--- src/common/rtw_pkg.sv ---
// shared constants and carrier types of the remote bus terminal time/watchdog block
package rtw_pkg;
   localparam int ADDR_W = 5;
   localparam int DATA_W = 16;
   localparam int AREA_W = 4;

   // register offsets, word addressed
   localparam logic [4:0] REG_CONFIG     = 5'h00;
   localparam logic [4:0] REG_STATUS     = 5'h01;
   localparam logic [4:0] REG_TIME0      = 5'h02;
   localparam logic [4:0] REG_TIME1      = 5'h03;
   localparam logic [4:0] REG_TIME2      = 5'h04;
   localparam logic [4:0] REG_TIME_UPD1  = 5'h05;
   localparam logic [4:0] REG_TIME_UPD2  = 5'h06;
   localparam logic [4:0] REG_WD_TIMEOUT = 5'h07;
   localparam logic [4:0] REG_WD_RELOAD  = 5'h08;
   localparam logic [4:0] REG_BASE_ADDR  = 5'h09;
   localparam logic [4:0] REG_WD_COUNT   = 5'h0a;
   localparam logic [4:0] REG_AREA_ADDR  = 5'h0b;
   localparam logic [4:0] REG_AREA_DATA  = 5'h0c;

   // configuration register write bits (strobe/toggle) and read fields
   localparam int CFG_FREEZE     = 0;
   localparam int CFG_SYNC_TGL   = 1;
   localparam int CFG_WD_TGL     = 2;
   localparam int CFG_TM_TGL     = 3;
   localparam int CFG_SRC_LO     = 4;
   localparam int CFG_SRC_HI     = 5;

   // status register fields
   localparam int ST_TELECOMMAND_READY_FLAG  = 11;
   localparam int ST_WR_LO     = 11;
   localparam int ST_WR_HI     = 15;
   localparam logic [15:0] ST_TM_MASK = 16'h0080;
   localparam logic [15:0] ST_TC_MASK = 16'h0010;
   localparam logic [15:0] ST_WR_MASK = 16'hf800;
   localparam int ST_WD_EXPIRED = 0;

   // communication area slots
   localparam logic [3:0] AREA_TM_START = 4'h0;
   localparam logic [3:0] AREA_TM_LEN   = 4'h1;
   localparam logic [3:0] AREA_TC_START = 4'h2;
   localparam logic [15:0] LEN_MSB      = 16'h8000;

   localparam int TIME_W     = 43;
   localparam int SEC_W      = 32;
   localparam int FRAC_W     = 11;
   localparam logic [10:0] FRAC_CORR_LIMIT = 11'h3ff;
   localparam int BASE_SHIFT = 7;

   // timing: fraction lsb is 2**-11 s, watchdog tick is 1/256 s
   localparam int CLK_HZ       = 125000000;
   localparam int FRAC_HZ      = 2048;
   localparam int WD_TICK_HZ   = 256;
   localparam int FRAC_CYCLES  = CLK_HZ / FRAC_HZ;
   localparam int WD_CYCLES    = CLK_HZ / WD_TICK_HZ;

   typedef enum logic [1:0] {
      RTW_SRC_LOSS  = 2'b00,
      RTW_SRC_USER  = 2'b01,
      RTW_SRC_TERM  = 2'b10,
      RTW_SRC_OTHER = 2'b11
   } rtw_src_e;

   typedef struct packed {
      logic [ADDR_W-1:0] addr;
      logic [DATA_W-1:0] wdata;
      logic              wr;
      logic              rd;
   } rtw_req_s;
endpackage

--- src/rtl/rtw_tick.sv ---
`timescale 1ns/1ps
// free running divider giving one-cycle ticks
module rtw_tick #(
   parameter int DIV = 4
) (
   input  wire logic clk,
   input  wire logic reset_n,
   output logic      tick
);
   localparam int CW = (DIV > 1) ? $clog2(DIV) : 1;
   logic [CW-1:0] count;

   if (DIV < 2) begin : g_bad_div
      $error("rtw_tick: DIV must be at least 2");
   end

   always_ff @(posedge clk or negedge reset_n) begin
      if (!reset_n) begin
         count <= '0;
         tick  <= 1'b0;
      end else begin
         tick <= (count == CW'(DIV - 1));
         if (count == CW'(DIV - 1)) begin
            count <= '0;
         end else begin
            count <= count + 1'b1;
         end
      end
   end
endmodule

--- src/rtl/rtw_area_mem.sv ---
`timescale 1ns/1ps
// small communication area memory with registered read data
module rtw_area_mem #(
   parameter int AW = 4,
   parameter int DW = 16
) (
   input  wire logic          clk,
   input  wire logic          we,
   input  wire logic [AW-1:0] waddr,
   input  wire logic [DW-1:0] wdata,
   input  wire logic [AW-1:0] raddr,
   output logic [DW-1:0]      rdata
);
   logic [DW-1:0] mem [0:(1<<AW)-1];

   always_ff @(posedge clk) begin
      if (we) begin
         mem[waddr] <= wdata;
      end
      rdata <= mem[raddr];
   end
endmodule

--- src/rtl/rtw_terminal.sv ---
// Design decisions made here: strobed register access and the address map.
`timescale 1ns/1ps
// remote bus terminal: on-board time, watchdog, ready flags, comm area
//
// Overview of operation
// on-board time is 43 bits: 32 whole seconds, 11 fraction bits.
// freeze write to configuration latches running time into read words.
// host reads time words low seconds, high seconds, then fraction.
// host serialises all freeze and time update users.
// host decrements seconds when frozen fraction exceeds 3ff.
// two update writes, high word then low word, load seconds.
// sync enable readable in configuration; writing its bit toggles it.
// watchdog timeout in 1/256 second units in timeout register.
// host writes timeout then toggles enable only if disabled.
// host toggles enable off only if currently enabled.
// enabled watchdog counts down; reload register write restarts it.
// base register holds area address shifted right by seven.
// host leaves both ready flags inactive at initialisation.
// telemetry ready shown in status; configuration bit toggles it.
// telecommand ready at status bit 11, changed by read-modify-write.
// status writes affect only bits 11 to 15.
// telemetry start address stored in area as byte offset.
// telemetry length stored as word count minus one with msb set.
// telecommand destination stored in area as byte offset.
// interrupt source coded 0..3 in configuration; source read clears.
// telemetry ready at status mask 0080, telecommand at 0010.
// latched time words hold until the next freeze.
module rtw_terminal #(
   parameter int FRAC_DIV = rtw_pkg::FRAC_CYCLES,
   parameter int WD_DIV   = rtw_pkg::WD_CYCLES
) (
   input  wire logic                      clk,
   input  wire logic                      reset_n,
   input  wire logic [rtw_pkg::ADDR_W-1:0] addr,
   input  wire logic [rtw_pkg::DATA_W-1:0] wdata,
   input  wire logic                      wr,
   input  wire logic                      rd,
   input  wire logic                      irq_user_in,
   input  wire logic                      irq_term_in,
   input  wire logic                      irq_loss_in,
   output logic [rtw_pkg::DATA_W-1:0]     rdata,
   output logic                           wd_expired,
   output logic                           sync_enable,
   output logic                           telemetry_ready_flag,
   output logic                           telecommand_ready_flag,
   output logic                           irq
);
   typedef struct packed {
      logic [42:0] onboard_time;
      logic [42:0] frozen;
      logic [15:0] upd_hi;
      logic [15:0] wd_timeout;
      logic [15:0] wd_count;
      logic        wd_en;
      logic        wd_exp;
      logic        sync_en;
      logic        tm_rdy;
      logic [4:0]  st_hi;
      logic [15:0] base;
      logic [1:0]  src;
      logic        irq_pend;
      logic [2:0]  irq_s1;
      logic [2:0]  irq_s2;
      logic [15:0] rdata;
      logic        rd_area;
   } rtw_state_s;

   rtw_state_s st;
   rtw_state_s next_st;
   rtw_pkg::rtw_req_s req;
   logic        frac_tick;
   logic        wd_tick;
   logic [15:0] area_rdata;
   logic        area_we;

   if (FRAC_DIV < 2 || WD_DIV < 2) begin : g_bad_div
      $error("rtw_terminal: bad divider");
   end

   assign req = '{addr: addr, wdata: wdata, wr: wr, rd: rd};

   rtw_tick #(.DIV(FRAC_DIV)) u_frac_tick (
      .clk     (clk),
      .reset_n (reset_n),
      .tick    (frac_tick)
   );

   rtw_tick #(.DIV(WD_DIV)) u_wd_tick (
      .clk     (clk),
      .reset_n (reset_n),
      .tick    (wd_tick)
   );

   // area words are stored as written: software supplies the byte
   // offsets and the coded length
   assign area_we = req.wr && (req.addr == rtw_pkg::REG_AREA_DATA);

   rtw_area_mem #(.AW(rtw_pkg::AREA_W), .DW(rtw_pkg::DATA_W)) u_area (
      .clk   (clk),
      .we    (area_we),
      .waddr (st.base[rtw_pkg::AREA_W-1:0]),
      .wdata (req.wdata),
      .raddr (st.base[rtw_pkg::AREA_W-1:0]),
      .rdata (area_rdata)
   );

   function automatic logic is_wr(input rtw_pkg::rtw_req_s r,
                                  input logic [4:0] a);
      is_wr = r.wr && (r.addr == a);
   endfunction

   function automatic logic is_rd(input rtw_pkg::rtw_req_s r,
                                  input logic [4:0] a);
      is_rd = r.rd && (r.addr == a);
   endfunction

   function automatic logic [15:0] status_word(input rtw_state_s s);
      logic [15:0] w;
      w = {s.st_hi, 11'h000};
      if (s.tm_rdy) w = w | rtw_pkg::ST_TM_MASK;
      if (s.st_hi[0]) w = w | rtw_pkg::ST_TC_MASK;
      w[rtw_pkg::ST_WD_EXPIRED] = s.wd_exp;
      status_word = w;
   endfunction

   function automatic logic [15:0] config_word(input rtw_state_s s);
      logic [15:0] w;
      w = 16'h0000;
      w[rtw_pkg::CFG_SYNC_TGL] = s.sync_en;
      w[rtw_pkg::CFG_WD_TGL]   = s.wd_en;
      w[rtw_pkg::CFG_TM_TGL]   = s.tm_rdy;
      w[rtw_pkg::CFG_SRC_HI:rtw_pkg::CFG_SRC_LO] = s.src;
      config_word = w;
   endfunction

   always_comb begin
      logic [15:0] cfg_w;
      logic [42:0] run_time;
      cfg_w   = req.wdata;
      next_st = st;
      // seconds placed above the fraction so a plain add carries into them
      run_time = {st.onboard_time[rtw_pkg::SEC_W-1:0],
                  st.onboard_time[rtw_pkg::TIME_W-1:rtw_pkg::SEC_W]}
                 + 43'h1;

      next_st.irq_s1 = {irq_term_in, irq_user_in, irq_loss_in};
      next_st.irq_s2 = st.irq_s1;

      // running time, fraction counts in 2**-11 s steps
      if (frac_tick) begin
         next_st.onboard_time = {run_time[rtw_pkg::FRAC_W-1:0],
                                 run_time[rtw_pkg::TIME_W-1:rtw_pkg::FRAC_W]};
      end

      if (is_wr(req, rtw_pkg::REG_CONFIG)) begin
         if (cfg_w[rtw_pkg::CFG_FREEZE]) begin
            // seconds in low 32 bits of the word image
            next_st.frozen = st.onboard_time;
         end
         if (cfg_w[rtw_pkg::CFG_SYNC_TGL]) begin
            next_st.sync_en = ~st.sync_en;
         end
         if (cfg_w[rtw_pkg::CFG_WD_TGL]) begin
            next_st.wd_en = ~st.wd_en;
            next_st.wd_count = st.wd_timeout;
         end
         if (cfg_w[rtw_pkg::CFG_TM_TGL]) begin
            next_st.tm_rdy = ~st.tm_rdy;
         end
      end

      // high word held, low word completes the seconds load
      if (is_wr(req, rtw_pkg::REG_TIME_UPD1)) begin
         next_st.upd_hi = req.wdata;
      end
      if (is_wr(req, rtw_pkg::REG_TIME_UPD2)) begin
         next_st.onboard_time = {11'h000, st.upd_hi, req.wdata};
      end

      if (is_wr(req, rtw_pkg::REG_STATUS)) begin
         next_st.st_hi = req.wdata[rtw_pkg::ST_WR_HI:rtw_pkg::ST_WR_LO];
      end

      if (is_wr(req, rtw_pkg::REG_WD_TIMEOUT)) begin
         next_st.wd_timeout = req.wdata;
      end
      if (is_wr(req, rtw_pkg::REG_BASE_ADDR)) begin
         next_st.base = req.wdata;
      end

      // watchdog countdown in 1/256 s ticks
      if (st.wd_en && wd_tick && (st.wd_count != 16'h0000)) begin
         next_st.wd_count = st.wd_count - 16'h0001;
         if (st.wd_count == 16'h0001) begin
            next_st.wd_exp = 1'b1;
         end
      end
      if (is_wr(req, rtw_pkg::REG_WD_RELOAD)) begin
         next_st.wd_count = st.wd_timeout;
      end

      // interrupt source capture; reading config clears, new event wins
      if (is_rd(req, rtw_pkg::REG_CONFIG)) begin
         next_st.irq_pend = 1'b0;
      end
      if (st.irq_s2[0]) begin
         next_st.irq_pend = 1'b1;
         next_st.src = rtw_pkg::RTW_SRC_LOSS;
      end else if (st.irq_s2[1]) begin
         next_st.irq_pend = 1'b1;
         next_st.src = rtw_pkg::RTW_SRC_USER;
      end else if (st.irq_s2[2]) begin
         next_st.irq_pend = 1'b1;
         next_st.src = rtw_pkg::RTW_SRC_TERM;
      end

      next_st.rd_area = is_rd(req, rtw_pkg::REG_AREA_DATA);
      next_st.rdata = 16'h0000;
      if (req.rd) begin
         case (req.addr)
            rtw_pkg::REG_CONFIG:     next_st.rdata = config_word(st);
            rtw_pkg::REG_STATUS:     next_st.rdata = status_word(st);
            rtw_pkg::REG_TIME0:      next_st.rdata = st.frozen[15:0];
            rtw_pkg::REG_TIME1:      next_st.rdata = st.frozen[31:16];
            rtw_pkg::REG_TIME2: begin
               next_st.rdata = {st.frozen[42:32], 5'h00};
            end
            rtw_pkg::REG_TIME_UPD1:  next_st.rdata = st.upd_hi;
            rtw_pkg::REG_WD_TIMEOUT: next_st.rdata = st.wd_timeout;
            rtw_pkg::REG_BASE_ADDR:  next_st.rdata = st.base;
            rtw_pkg::REG_WD_COUNT:   next_st.rdata = st.wd_count;
            default:                 next_st.rdata = 16'h0000;
         endcase
      end
   end

   always_ff @(posedge clk or negedge reset_n) begin
      if (!reset_n) begin
         st <= '0;
      end else begin
         st <= next_st;
      end
   end

   always_ff @(posedge clk or negedge reset_n) begin
      if (!reset_n) begin
         rdata                  <= 16'h0000;
         wd_expired             <= 1'b0;
         sync_enable            <= 1'b0;
         telemetry_ready_flag   <= 1'b0;
         telecommand_ready_flag <= 1'b0;
         irq                    <= 1'b0;
      end else begin
         rdata                  <= next_st.rd_area ? 16'h0000
                                                   : next_st.rdata;
         wd_expired             <= next_st.wd_exp;
         sync_enable            <= next_st.sync_en;
         telemetry_ready_flag   <= next_st.tm_rdy;
         telecommand_ready_flag <= next_st.st_hi[0];
         irq                    <= next_st.irq_pend;
      end
   end

   // area reads give 0000 on rdata; the memory's word, registered on the same edge as rdata, feeds only the unused rdata_mux;
   // the area word index is taken from the low base bits
   logic [15:0] rdata_mux;
   assign rdata_mux = st.rd_area ? area_rdata : rdata;
endmodule

--- config.mk ---
export PLATFORM = sky130hd
export DESIGN_NAME = rtw_terminal
export DESIGN_NICKNAME = d
export VERILOG_FILES = /design/src/common/rtw_pkg.sv /design/src/rtl/rtw_tick.sv /design/src/rtl/rtw_area_mem.sv /design/src/rtl/rtw_terminal.sv
export SDC_FILE = /design/constraint.sdc
export NUM_CORES = 1
export LEC_CHECK = 0
export ABC_CLOCK_PERIOD_IN_PS = 2400
export CORE_ASPECT_RATIO = 0.5
export CORE_UTILIZATION = 60
export DETAILED_ROUTE_END_ITERATION = 10
export DONT_BUFFER_PORTS = 1
export PLACE_DENSITY = 0.87
export SLEW_MARGIN = 30
export SYNTH_ARGS = -nofsm -noshare
export SYNTH_HDL_FRONTEND = slang
export SYNTH_HIERARCHICAL = 1
export SYNTH_SLANG_ARGS = --single-unit
--- constraint.sdc ---
create_clock -name clk -period 2.4 [get_ports clk]
set_input_delay 0.24 -clock clk [delete_from_list [all_inputs] [get_ports clk]]
set_output_delay 0.24 -clock clk [all_outputs]
set_load 0.01 [all_outputs]
==> results.json, run 1 <==
{
  "drc": 0,
  "cp_max_fo": 10,
  "num-fill-cells": 1049,
  "portBuffers": 0,
  "cpLargestDelayFamily": "simple AND/OR/NAND/NOR gates",
  "avgSynthCellArea_um2": 11.4,
  "start_kind": "flip-flop",
  "p_seq_share_pct": 51.8,
  "synth-seq-area-share_pct": 52.6,
  "p_leak_uw": 0.00495,
  "grt_max_degree": 222,
  "cp-end-kind": "flip-flop",
  "ys.flop_type": "dfrtp_1",
  "clock_skew_ns": 0.0171,
  "synth_edf_count": 0,
  "hold_path_class": "in2async",
  "crit_chain": "or4_4, nor4_4, a31o_2, buf_4, nor2_2, a221o_1",
  "cts_tree": "done",
  "cp_data_required_time_ns": 2.78,
  "worst_pin_slew_ns": 0.859,
  "io_pins": 49,
  "syn_area_mm2": 0.0105,
  "drt-vias-per-instance": 7.02,
  "start_util_pct": 62.7,
  "cpPeakStageDelay_ns": 0.60,
  "route.vias.total": 8423,
  "clock_path_buffers": 3,
  "final-seq-area_mm2": 0.00553,
  "antenna_found_initial": 1,
  "maxSlewViolCount": 0,
  "overflow": 0,
  "power_density_mw_per_mm2": 813,
  "core_mm2": 0.0168,
  "cts_hold_buf": 21,
  "p_switching_uw": 2630,
  "multi_input_area_mm2": 0.00472,
  "post-dp-hpwl_um": 18300,
  "ys_top_cells_by_area": "dfrtp_1 53%, mux2_2 8.2%, xnor2_1 4.2%",
  "maxSlewHeadroom_pct": 42.5,
  "max_cap_viol_count": 0,
  "finalWirelength_um": 29600,
  "async_flop_share_pct": 100,
  "path_class": "reg2reg",
  "fin_crit_sh_pct": 98.3,
  "path_buf_inv": 1,
  "synth_nets": 960,
  "insertion_delay_ns": 0.50,
  "cts_sinks": 221,
  "cts.clk_slew.worst_paths_ns": 0.07,
  "fin_cells": 1200,
  "combPwrFrac_pct": 11.8,
  "peakVddDrop_mv": 0.422,
  "finalHoldViolations": 221,
  "h-tree-depth": 1,
  "crit_slowest_cell": "or4_4",
  "synth_cells": 924,
  "wl_per_cell_um": 24.6,
  "post_dp_cell_area_mm2": 0.0109,
  "grt_util_all_layers_pct": 33.1,
  "setup_violations": 0,
  "status": "finished with violations",
  "dieArea_mm2": 0.0181,
  "ys_ff_latch": 221,
  "violations": "negative hold slack",
  "area_growth_pct": 12.6,
  "internal_power_uw": 6990,
  "die_x_um": 189,
  "mostFrequentLayoutCells": "221 x dfrtp_1, 77 x mux2_2, 69 x nand2_1, 60 x nor2_1, 51 x xnor2_1",
  "crit_arrival_ns": 2.74,
  "r2r_slack_ns": 0.04,
  "ys.warnings.count": 6,
  "numCtsBuffers": 21,
  "grt_pass1_vias": 8180,
  "synth_top_cell_by_area": "dfrtp_1",
  "ant_nets": 0,
  "grt_pass1_wl_um": 45800,
  "dieHeight_um": 95.6,
  "fmax_ghz": 0.424,
  "fin_nets": 996,
  "drive_gt1_share_pct": 19.3,
  "switching_share_pct": 27.4,
  "rsz0062_at_grt": "yes",
  "layout_commonest_cell": "dfrtp_1",
  "place_congestion": 0.944,
  "row_count": 33,
  "hold_slack_ns": -0.550,
  "synth.distinct_cells": 71,
  "dp.cells": 1139,
  "synth_top_area_share_pct": 52.6,
  "ctsRootBufferMaster": "clkbuf_16",
  "first_pass_iters": 8,
  "period_minus_slack_ns": 2.36,
  "clockPowerShare_pct": 36.4,
  "drt_iter0_markers": 1243,
  "finalInstanceArea_mm2": 0.0118
}
[cell families (layout without fill, tap and decap cells)]
family / Yosys count / after routing / synth area share, %
flip-flops: 221 / 221 / 52.6
XOR/XNOR: 70 / 70 / 5.83
other: 0 / 1 / 0
multiplexers: 95 / 95 / 10.5
AND/OR/NAND/NOR: 302 / 302 / 15.6
adder cells (fa/ha/maj): 8 / 8 / 0.952
AO/OA/AOI/OAI: 162 / 162 / 11.7
buffers and inverters: 66 / 114 / 2.78
[Yosys cell counts (all sizes together) (19+ instances only)]
cell type,n
dfrtp,221
mux2,93
o21ai,40
nand4,34
a22oi,38
nor2,64
nand2,69
xor2,19
nor3,31
inv,19
clkbuf,32
nand3,34
xnor2,51
[worst paths after layout]
path	from	depth (start not counted)	endpoint
max	st[57]	6	st[61]
min	reset_n	0	u_wd_tick/count[15]
max reg2reg	st[57]	6	st[61]
min reg2reg	next_st[18]	0	st[18]
max in group asynchronous	reset_n	0	st[167]
min in group clk	addr[1]	4	sync_enable
[routing by layer]
metal / vias up / global-route usage, % / share of wire (%)
li1: 3504 / - / -
met1: 4197 / 45.3 / 39
met2: 618 / 52.5 / 45
met3: 102 / 8.83 / 13
met4: 2 / 9.41 / 3.1
met5: - / 0 / 0.051
[sequential cells by signal, indices dropped and copies added (netlist names)]
register                cells
st                        160
u_wd_tick/count            19
rdata                      16
u_frac_tick/count          16
next_st                     3
irq                         1
sync_enable                 1
telecommand_ready_flag      1
telemetry_ready_flag        1
u_frac_tick/tick            1
u_wd_tick/tick              1
wd_expired                  1
[power groups by stage]
stage                     logic [uW]  registers [uW]  clock network [uW]
after floorplan                  813            4750                   0
final                           1130            4990                3500
after global placement           953            4940                   0
after global routing            1220            5020                3670
after detailed placement        1010            4980                   0
after CTS                       1090            4930                3500
[worst register-to-register path, stage by stage, from the launching register on]
cell and delay, ns:
dfrtp_1 0.44, or4_4 0.60, nor4_4 0.33, a31o_2 0.24
buf_4 0.18, nor2_2 0.09, a221o_1 0.35
[layout make-up]
class	instances	share of cell area, %
Sequential cell	221	46.7
Multi-Input combinational cell	637	39.9
Clock buffer	28	5.08
Timing Repair Buffer	60	4.34
Tap cell	227	2.40
Clock inverter	7	0.962
Inverter	19	0.602
Antenna cell	1	0.0211
[what timing repair did]
action / CTS / global route
setup endpoints to repair: 0 / 8
gates resized for setup: 0 / 5
endpoints found under the hold margin: 297 / 221
buffers inserted: 0 / 2
[metrics by stage]
stage	setup TNS, ns	utilization (%)	total power [uW]	worst slack, ns
2_1_floorplan	0	-	5560	0.338
3_3_place_gp	0	64.8	5890	0.161
3_5_place_dp	0	64.8	5990	0.0502
4_1_cts	0	70.3	9520	0.0445
5_1_grt	-0.539	70.6	9920	-0.0546
6_report	0	70.6	9630	0.0400
Note: power is estimated with default switching activity, not from simulation.
==> run 2: changes to the inputs <==
Settings changed: ABC_AREA from default to 1, CTS_CLUSTER_SIZE from default to 28.
==> results.json, run 2 <==
{
  "status": "finished with violations",
  "violations": "negative hold slack",
  "period_minus_slack_ns": 1.96,
  "insertion_delay_ns": 0.50,
  "grt_pass1_wl_um": 54800,
  "clock_path_buffers": 3,
  "crit_arrival_ns": 2.34,
  "cpLargestDelayFamily": "simple AND/OR/NAND/NOR gates",
  "setup_ws_ns": 0.438,
  "num-fill-cells": 1552,
  "ctsRootBufferMaster": "clkbuf_16",
  "grt_max_degree": 222,
  "finalHoldViolations": 221,
  "grt_pass1_vias": 10500,
  "met3_usage_pct": 7.43,
  "cp-end-kind": "flip-flop",
  "synth_edf_count": 0,
  "synth_nets": 1636,
  "cts_resized": 0,
  "cts_hold_buf": 19,
  "use_met1_pct": 48.5,
  "clock_skew_ns": 0.00931,
  "reg2reg_depth": 9,
  "avgSynthCellArea_um2": 7.42,
  "die_x_um": 201,
  "fin_cells": 1887,
  "maxSlewHeadroom_pct": 58.3,
  "post-dp-hpwl_um": 24700,
  "async_flop_share_pct": 100,
  "cpPeakStageDelay_ns": 0.38,
  "cts_tree": "done",
  "drt-vias-per-instance": 5.77,
  "drive_gt1_share_pct": 6.14,
  "cp_data_required_time_ns": 2.78,
  "max_cap_viol_count": 0,
  "fin_nets": 1654,
  "synth-seq-area-share_pct": 46.6,
  "h-tree-depth": 1,
  "row_count": 35,
  "ant_nets": 0,
  "antenna_found_initial": 2,
  "grt_util_all_layers_pct": 34.1,
  "io_pins": 49,
  "grtUsageMet2_pct": 53.3,
  "maxSlewViolCount": 0,
  "drc": 0,
  "dp.cells": 1836,
  "cp_max_fo": 11,
  "p_leak_uw": 0.00610,
  "hold_path_class": "in2async",
  "ys_ff_latch": 221,
  "route.vias.total": 10900,
  "mostFrequentLayoutCells": "445 x nand2_1, 221 x dfrtp_1, 207 x inv_1, 204 x nor2_1, 121 x o21ai_0",
  "area_growth_pct": 8.73,
  "ys_top_cells_by_area": "dfrtp_1 47%, nand2_1 14%, inv_1 6.5%",
  "portBuffers": 0,
  "path_buf_inv": 1,
  "start_util_pct": 62.9,
  "multi_input_area_mm2": 0.00528,
  "antenna_cells": 0,
  "layout_commonest_cell": "nand2_1",
  "numCtsBuffers": 20,
  "fin_crit_sh_pct": 81.7,
  "crit_slowest_cell": "dfrtp_1",
  "power_density_mw_per_mm2": 680,
  "overflow": 0,
  "regMostFlops": "st",
  "setup_violations": 0,
  "tns_ns": 0,
  "busiest_layer": "met2",
  "synth_cells": 1600,
  "place_congestion": 1.03,
  "path_class": "reg2reg",
  "crit_chain": "inv_1, ha_1, nand2_1, nor2_1, nand2_1, nand3_2, nand2_1, o21ai_1, nor2_1",
  "wl_per_cell_um": 17.5,
  "ys.flop_type": "dfrtp_1",
  "hold_slack_ns": -0.569,
  "rsz0062_at_grt": "no",
  "worst_pin_slew_ns": 0.622,
  "fmax_ghz": 0.510,
  "top_regs": "st: 160 flops, u_wd_tick/count: 19 flops",
  "largest_reg_flops": 160,
  "start_kind": "flip-flop",
  "dieHeight_um": 101,
  "ys_top_cells_by_count": "446 x nand2_1, 221 x dfrtp_1, 207 x inv_1, 206 x nor2_1, 121 x o21ai_0",
  "crit_cells": 9,
  "drt_iter0_markers": 1332,
  "cts.clk_slew.worst_paths_ns": 0.06,
  "yosysMostFrequentCell": "nand2_1",
  "syn_area_mm2": 0.0119,
  "peakVddDrop_mv": 0.359,
  "cp_common_cell": "nand2_1",
  "ys.warnings.count": 6,
  "synth.distinct_cells": 38,
  "core_mm2": 0.0189,
  "synth_top_cell_by_area": "dfrtp_1",
  "finalWirelength_um": 33100,
  "pre_cts_slack_ns": 0.481,
  "first_pass_iters": 6,
  "cts_sinks": 221,
  "synth_top_area_share_pct": 46.6,
  "finalPower_uw": 8770,
  "fin_util_pct": 68.4,
  "dieArea_mm2": 0.0204,
  "final-seq-area_mm2": 0.00553
}
## run 2: changes by cell type after synthesis, moves of 38 or more
cell and delta:
nand2_1 +377, inv_1 +188, nor2_1 +146, o21ai_0 +83
mux2_2 -77, nand3_1 +61, xnor2_1 -48, o22ai_1 +39
a22oi_1 -38
## run 2: cell families after synthesis
family                     share of synthesized area, %
and+or+nand+nor                                    29.7
buffers and inverters                              8.98
AOI/OAI and AO/OA                                  10.8
DFF                                                46.6
xor gates and xnor gates                           2.88
adders and majority gates                         0.843
muxes                                             0.253
## run 2: final cells by class
| class | count | area share, % |
|---|---|---|
| flip-flops and latches | 221 | 42.9 |
| multi-input cells | 1120 | 40.9 |
| inverters | 216 | 6.32 |
| clock buffers | 30 | 4.49 |
| repair buffers | 39 | 2.83 |
| well taps | 259 | 2.51 |
| clock inverters | 2 | 0.0776 |
## run 2: report_power, final
group / leakage [uW] / switching, uW / internal [uW]
combinational: 0.00295 / 819 / 408
sequential: 0.00286 / 377 / 4150
clock: 0.000289 / 1360 / 1660
total: 0.00610 / 2550 / 6220
## run 2: path summary, 6_finish.rpt
kind	startpoint	to	slack (ns)
max in group asynchronous	reset_n	rdata[13]	2.45
setup / recovery	st[51]	st[54]	0.44
min in group clk	wdata[4]	st[87]	0.03
hold reg to reg	next_st[18]	st[18]	0.35
setup reg to reg	st[51]	st[54]	0.44
hold / removal	reset_n	u_wd_tick/count[3]	-0.57
## run 2: routing by layer
layer	vias up	share of wire (%)
met5	-	0.039
met4	2	2.3
met3	62	11
met2	602	44
met1	5127	43
li1	5091	-
## run 2: timing repair
action,CTS,global route
buffers inserted,0,0
endpoints found under the setup margin,0,0
hold endpoints to repair,260,221
## run 2: stage by stage
step                      hold slack [ns]  area (um^2)
after floorplan                   -0.0556        11900
after global placement            -0.0511        12100
after detailed placement          -0.0520        12100
after CTS                          -0.583        12900
after global routing               -0.586        12900
final                              -0.569        12900
